===== src/logic/pie_pkg.sv =====
`default_nettype none
package pie_pkg;
  localparam int ADDR_W = 4;
  localparam int DATA_W = 8;
  localparam int PRIO_COUNT = 3;

  // Register offsets on the internal register port.
  localparam logic [3:0] OFF_ENABLE_SECOND = 4'h0;
  localparam logic [3:0] OFF_PRIO_FIRST = 4'h1;
  localparam logic [3:0] OFF_PRIO_SECOND = 4'h2;
  localparam logic [3:0] OFF_PRIO_THIRD = 4'h3;
  localparam logic [3:0] OFF_CONTROL = 4'h4;
  localparam logic [3:0] OFF_PENDING = 4'h5;
  localparam logic [3:0] OFF_FLAGS = 4'h6;

  // Bit positions in the second enable register.
  localparam int BIT_ENHANCED_CAPTURE = 0;
  localparam int BIT_TIMER_THREE = 1;
  localparam int BIT_LOW_VOLTAGE = 2;
  localparam int BIT_BUS_COLLISION = 3;
  localparam int BIT_EEPROM_WRITE = 4;
  localparam int BIT_COMPARATOR = 6;

  // Bit position of the global priority enable in the control register.
  localparam int BIT_GLOBAL_PRIORITY = 0;

  // Values after reset.
  localparam logic [7:0] ENABLE_RESET = 8'h00;
  localparam logic [7:0] PRIO_RESET = 8'hFF;
  localparam logic [7:0] CONTROL_RESET = 8'h00;

  // Writable bits of the second enable register per package variant, and of the control register.
  localparam logic [7:0] ENABLE_MASK_FULL = 8'h5F;
  localparam logic [7:0] ENABLE_MASK_SMALL = 8'h1E;
  localparam logic [7:0] CONTROL_MASK = 8'h01;
endpackage
`default_nettype wire


===== src/logic/pie_prio_if.sv =====
`default_nettype none
interface pie_prio_if;
  logic [pie_pkg::PRIO_COUNT-1:0] wr_sel;
  logic [7:0] wdata;
  logic global_priority_enable;
  logic [pie_pkg::PRIO_COUNT-1:0][7:0] prio_raw;
  logic [pie_pkg::PRIO_COUNT-1:0][7:0] prio_eff;

  modport ctrl (
    output wr_sel,
    output wdata,
    output global_priority_enable,
    input prio_raw,
    input prio_eff
  );

  modport bank (
    input wr_sel,
    input wdata,
    input global_priority_enable,
    output prio_raw,
    output prio_eff
  );
endinterface
`default_nettype wire


===== src/logic/pie_prio_bank.sv =====
`default_nettype none
module pie_prio_bank (
  // Clock and reset.
  input wire logic clock,
  input wire logic rstn,
  // Link to the enable bank.
  pie_prio_if.bank link
);
  // One storage register per priority bank, all kept apart from the enables.
  genvar i;
  generate
    for (i = 0; i < pie_pkg::PRIO_COUNT; i++) begin : g_prio
      logic [7:0] prio_q;
      always_ff @(posedge clock) begin
        if (!rstn) begin
          prio_q <= pie_pkg::PRIO_RESET;
        end else if (link.wr_sel[i]) begin
          prio_q <= link.wdata;
        end
      end
      assign link.prio_raw[i] = prio_q;
      // With priority off every source is treated as one level.
      assign link.prio_eff[i] = link.global_priority_enable ? prio_q : 8'hFF;
    end
  endgenerate
endmodule
`default_nettype wire


===== src/logic/pie_enable_bank.sv =====
`default_nettype none
module pie_enable_bank #(
  parameter bit SMALL_PACKAGE = 1'b0
) (
  // Clock and reset.
  input wire logic clock,
  input wire logic rstn,
  // Register port.
  input wire logic [pie_pkg::ADDR_W-1:0] reg_addr,
  input wire logic [pie_pkg::DATA_W-1:0] reg_wdata,
  input wire logic reg_wr,
  input wire logic reg_rd,
  output logic [pie_pkg::DATA_W-1:0] reg_rdata,
  // Peripheral flags of the second bank.
  input wire logic [7:0] source_flags,
  // Requests of the second bank toward the core.
  output logic irq_high,
  output logic irq_low,
  output logic [7:0] pending,
  // Settings seen by the other banks.
  output logic [7:0] enable_second,
  output logic global_priority_enable,
  output logic [7:0] prio_eff_first,
  output logic [7:0] prio_eff_second,
  output logic [7:0] prio_eff_third
);
  localparam logic [7:0] EN_MASK = SMALL_PACKAGE ? pie_pkg::ENABLE_MASK_SMALL
                                                 : pie_pkg::ENABLE_MASK_FULL;

  pie_prio_if prio_link ();

  logic [7:0] enable_q;
  logic [7:0] control_q;
  logic [7:0] pending_d;
  logic [7:0] pending_q;
  logic irq_high_q;
  logic irq_low_q;
  logic [7:0] rdata_q;
  logic [7:0] rdata_d;
  logic [7:0] eff_first_q;
  logic [7:0] eff_second_q;
  logic [7:0] eff_third_q;
  logic [7:0] prio_second;

  // Enable register; unimplemented bits never take a one.
  always_ff @(posedge clock) begin
    if (!rstn) begin
      enable_q <= pie_pkg::ENABLE_RESET;
    end else if (reg_wr && reg_addr == pie_pkg::OFF_ENABLE_SECOND) begin
      enable_q <= reg_wdata & EN_MASK;
    end
  end

  always_ff @(posedge clock) begin
    if (!rstn) begin
      control_q <= pie_pkg::CONTROL_RESET;
    end else if (reg_wr && reg_addr == pie_pkg::OFF_CONTROL) begin
      control_q <= reg_wdata & pie_pkg::CONTROL_MASK;
    end
  end

  // Priority storage lives in the bank; the decode stays here.
  assign prio_link.wr_sel[0] = reg_wr && reg_addr == pie_pkg::OFF_PRIO_FIRST;
  assign prio_link.wr_sel[1] = reg_wr && reg_addr == pie_pkg::OFF_PRIO_SECOND;
  assign prio_link.wr_sel[2] = reg_wr && reg_addr == pie_pkg::OFF_PRIO_THIRD;
  assign prio_link.wdata = reg_wdata;
  assign prio_link.global_priority_enable = control_q[pie_pkg::BIT_GLOBAL_PRIORITY];

  pie_prio_bank u_prio (
    .clock(clock),
    .rstn(rstn),
    .link(prio_link.bank)
  );

  // Per-source gating of the flags by their enables.
  genvar s;
  generate
    for (s = 0; s < 8; s++) begin : g_src
      assign pending_d[s] = source_flags[s] & enable_q[s] & EN_MASK[s];
    end
  endgenerate

  assign prio_second = prio_link.prio_eff[1];

  always_ff @(posedge clock) begin
    if (!rstn) begin
      pending_q <= 8'h00;
      irq_high_q <= 1'b0;
      irq_low_q <= 1'b0;
    end else begin
      pending_q <= pending_d;
      irq_high_q <= |(pending_d & prio_second);
      irq_low_q <= |(pending_d & ~prio_second);
    end
  end

  always_ff @(posedge clock) begin
    if (!rstn) begin
      eff_first_q <= pie_pkg::PRIO_RESET;
      eff_second_q <= pie_pkg::PRIO_RESET;
      eff_third_q <= pie_pkg::PRIO_RESET;
    end else begin
      eff_first_q <= prio_link.prio_eff[0];
      eff_second_q <= prio_link.prio_eff[1];
      eff_third_q <= prio_link.prio_eff[2];
    end
  end

  // Read multiplexer; unmapped offsets read zero.
  always_comb begin
    rdata_d = 8'h00;
    case (reg_addr)
      pie_pkg::OFF_ENABLE_SECOND: rdata_d = enable_q & EN_MASK;
      pie_pkg::OFF_PRIO_FIRST: rdata_d = prio_link.prio_raw[0];
      pie_pkg::OFF_PRIO_SECOND: rdata_d = prio_link.prio_raw[1];
      pie_pkg::OFF_PRIO_THIRD: rdata_d = prio_link.prio_raw[2];
      pie_pkg::OFF_CONTROL: rdata_d = control_q;
      pie_pkg::OFF_PENDING: rdata_d = pending_q;
      pie_pkg::OFF_FLAGS: rdata_d = source_flags;
      default: rdata_d = 8'h00;
    endcase
  end

  always_ff @(posedge clock) begin
    if (!rstn) begin
      rdata_q <= 8'h00;
    end else if (reg_rd) begin
      rdata_q <= rdata_d;
    end else begin
      rdata_q <= 8'h00;
    end
  end

  assign reg_rdata = rdata_q;
  assign irq_high = irq_high_q;
  assign irq_low = irq_low_q;
  assign pending = pending_q;
  assign enable_second = enable_q;
  assign global_priority_enable = control_q[pie_pkg::BIT_GLOBAL_PRIORITY];
  assign prio_eff_first = eff_first_q;
  assign prio_eff_second = eff_second_q;
  assign prio_eff_third = eff_third_q;
endmodule
`default_nettype wire


===== config.mk =====
export PLATFORM = sky130hd
export DESIGN_NAME = pie_enable_bank
export DESIGN_NICKNAME = d
export VERILOG_FILES = /design/src/logic/pie_pkg.sv /design/src/logic/pie_prio_if.sv /design/src/logic/pie_prio_bank.sv /design/src/logic/pie_enable_bank.sv
export SDC_FILE = /design/constraint.sdc
export NUM_CORES = 1
export LEC_CHECK = 0
export ABC_CLOCK_PERIOD_IN_PS = 3250
export BUFFER_PORTS_ARGS = -buffer_cell sky130_fd_sc_hd__buf_2
export CORE_ASPECT_RATIO = 1.4
export CORE_MARGIN = 2
export CORE_UTILIZATION = 50
export CTS_BUF_LIST = sky130_fd_sc_hd__clkbuf_16
export DETAILED_ROUTE_END_ITERATION = 6
export PLACE_DENSITY = 0.74
export SYNTH_ARGS = -nofsm -noshare
export SYNTH_HDL_FRONTEND = slang
export SYNTH_SLANG_ARGS = --single-unit

===== constraint.sdc =====
create_clock -name clock -period 3.25 [get_ports clock]
set_input_delay 0.65 -clock clock [delete_from_list [all_inputs] [get_ports clock]]
set_output_delay 0.65 -clock clock [all_outputs]
set_load 0.03 [all_outputs]

==> flow_summary.yaml <==
worst_setup_path:
  critPathSlowestCell: "nand4b_1"
  start_kind: "input pin"
  max_stage_delay_ps: 620
  path_cells: "buf_2 > nand4b_1 > mux2i_1 > nand2_1"
  critical_path_class: "input pin to register"
  crit_fanout: 20
  worstSetupEndpointType: "register"
  critPathArrivalTime_ps: 2060
  worstPathRequired_ps: 3450
die:
  fp.dieH_um: 92.3
  coreArea_mm2: 0.00545
  die_area_mm2: 0.00619
  dieWidth_um: 67.1
  start_util_pct: 51.1
  rows: 32
  io_pins: 75
clock_tree:
  cts_max_level: 3
  root_buffer: "clkbuf_16"
  cts_sinks: 71
  numCtsBuffers: 9
  clkTransAtPathRegs_ps: 50
  cts_setup_buffers: 0
  cts_resized: 0
  ctsHoldBuffers: 0
  cts_tree: "done"
  cts_buffer_depth: 2
  insertion_delay_ps: 320
power_and_ir_drop:
  sequentialPowerShare_pct: 48.9
  power_density_mw_per_mm2: 540
  fin_total_pwr_mw: 1.81
  clkPwrFrac_pct: 44.6
  power_switching_uw: 394
  leakagePower_nw: 1.53
  combPwrFrac_pct: 6.5
  swShare_pct: 21.8
  ir_worst_vdd_uv: 338
  internal-power_mw: 1.42
timing:
  rsz0062_at_grt: "false"
  slew_headroom_pct: 50.8
  final_max_slew_viol_count: 0
  finalCritPeriodShare_pct: 57.4
  finalWorstSetupSlack_ps: 1380
  worstMarginPinSlew_ps: 736
  skew_ps: 2.64
  hold_violations: 0
  fmax_ghz: 0.536
  period_needed_ps: 1870
  finalSetupTns_ps: 0
  finalSetupViolCount: 0
global_routing:
  grt_pass1_vias: 1984
  grt_pass1_wl_um: 9580
  antenna_found_initial: 0
  grt_util_all_layers_pct: 21.2
  grt_overflow: 0
  grt_max_degree: 40
finish:
  final_cells: 401
  n_fill_cell: 512
  area_growth_pct: 20.6
  diodes: 0
  final_nets: 354
  drive_gt1_share_pct: 34.2
placement:
  placed_cells: 387
  dpl.hpwl_um: 4200
  dpl_worst_slack_ps: 1050
  portBuffers: 70
  place_congestion: 0.866
synthesis:
  ys_ff_latch: 71
  synth_area_mm2: 0.00279
  ys_async_sr_fraction_pct: 0
  netlist_instances: 263
  yosys_most_used_dff: "dfxtp_1"
  ys_seq_area_share_pct: 51.0
  avgSynthCellArea_um2: 10.6
  synth_edf_count: 0
  ys_warn_count: 0
  ys_types: 38
routing:
  wire_per_inst_um: 15.2
  wirelength_um: 6110
  drc: 0
  via_per_inst: 5.20
  drt_iter0_markers: 103
  vias: 2087
  antenna_left: 0
  firstDrtPassIters: 4
status:
  outcome: "finished, final reports clean"
run:
  cap_viol_max_count: 0
min_path:
  hold_class: "register to register"
[cells in the final DEF (no fill, tap or decap), types with 2 or more instances in the layout]
cell       instances
or2_2             24
a22o_1             3
a211oi_1           3
nand2_1           34
a221oi_1           2
nand3_1            9
mux2_2             2
a21oi_1            3
mux4_2             3
mux2i_1           41
clkinv_1           4
nor2b_1           10
clkbuf_16          9
conb_1             4
o32a_1             2
dfxtp_1           71
nor2_1            10
buf_2             70
and2_1             2
o22ai_1            3
and3_1             6
[layout make-up]
| type | instances | area, um2 | area share, % |
|---|---|---|---|
| multi-input combinational | 177 | 1250 | 37.2 |
| tap | 68 | 85.1 | 2.53 |
| timing repair buffer | 71 | 358 | 10.7 |
| sequential | 71 | 1420 | 42.3 |
| clock buffer | 9 | 225 | 6.71 |
| clock inverter | 5 | 18.8 | 0.559 |
[worst max-delay path: cells and delay by family]
kind | cells | cell delay, ps
buf+inv | 1 | 380
simple gates | 2 | 690
mux | 1 | 340
[synth_stat cells (3+ instances only)]
library cell | number | area share, %
a22o_1 | 3 | 0.94
a211oi_1 | 3 | 0.81
nor2b_1 | 10 | 2.2
clkbuf_1 | 6 | 0.81
mux4_2 | 3 | 2.4
dfxtp_1 | 71 | 51
nand3_1 | 9 | 1.6
or2_2 | 24 | 5.4
nor2_1 | 10 | 1.3
buf_4 | 7 | 1.9
o22ai_1 | 3 | 0.67
and3_1 | 6 | 1.3
nand2_1 | 34 | 4.6
buf_6 | 4 | 1.6
a21oi_1 | 3 | 0.54
mux2i_1 | 41 | 15
[per-stage QoR]
stage          hold WS [ps]  instance area (um2)  utilization (%)
3_5_place_dp            461                 3110             57.2
2_1_floorplan           435                 2800                -
3_3_place_gp            453                 3110             57.2
4_1_cts                 471                 3360             61.7
6_report                465                 3360             61.7
5_1_grt                 485                 3360             61.7
[sequential cells by signal, indices dropped and copies added, names as in the netlist]
signal / count
pending: 6
reg_rdata: 8
control_q: 1
prio_eff_second: 8
prio_eff_first: 8
prio_eff_third: 8
irq_high: 1
u_prio.g_prio.prio_q: 24
irq_low: 1
enable_second: 6
[metal layers]
metal  up-vias  routed length (um)  global-route usage, %  share of wire, %
li1       1035                   -                      -                 -
met5         -                   0                      0                 0
met1       982                2470                   24.5                40
met4         0                  85                   10.0               1.4
met2        63                3190                   35.6                52
met3         7                 365                   5.22               6.0
[worst paths after layout]
kind / startpoint / end / slack (ps) / depth (start not counted)
worst max-delay path: reg_addr[1] / u_prio.g_prio[1].prio_q[0]$_SDFFE_PN1P_ / 1380 / 4
worst min-delay path: u_prio.g_prio[2].prio_q[5]$_SDFFE_PN1P_ / prio_eff_third[5]$_SDFF_PN1_ / 470 / 1
worst max register to register: control_q[0]$_SDFFE_PN0P_ / prio_eff_first[4]$_SDFF_PN1_ / 1770 / 2
worst min register to register: u_prio.g_prio[2].prio_q[5]$_SDFFE_PN1P_ / prio_eff_third[5]$_SDFF_PN1_ / 470 / 1
[cells by family after synthesis]
group / Yosys count / share of synthesized area, %
buffers and inverters: 18 / 4.49
AOI/OAI and AO/OA: 21 / 5.66
other: 1 / 0.135
DFF: 71 / 51.0
and+or+nand+nor: 106 / 20.7
muxes: 46 / 18.0
[power groups by stage]
stage          sequential [mW]  combinational [mW]  clock [mW]
3_5_place_dp             0.904               0.117           0
4_1_cts                  0.886               0.117       0.825
5_1_grt                  0.886               0.126       0.861
2_1_floorplan            0.911              0.0768           0
3_3_place_gp             0.904               0.115           0
6_report                 0.886               0.117       0.808
No activity file was read; power rests on OpenSTA's default activity.
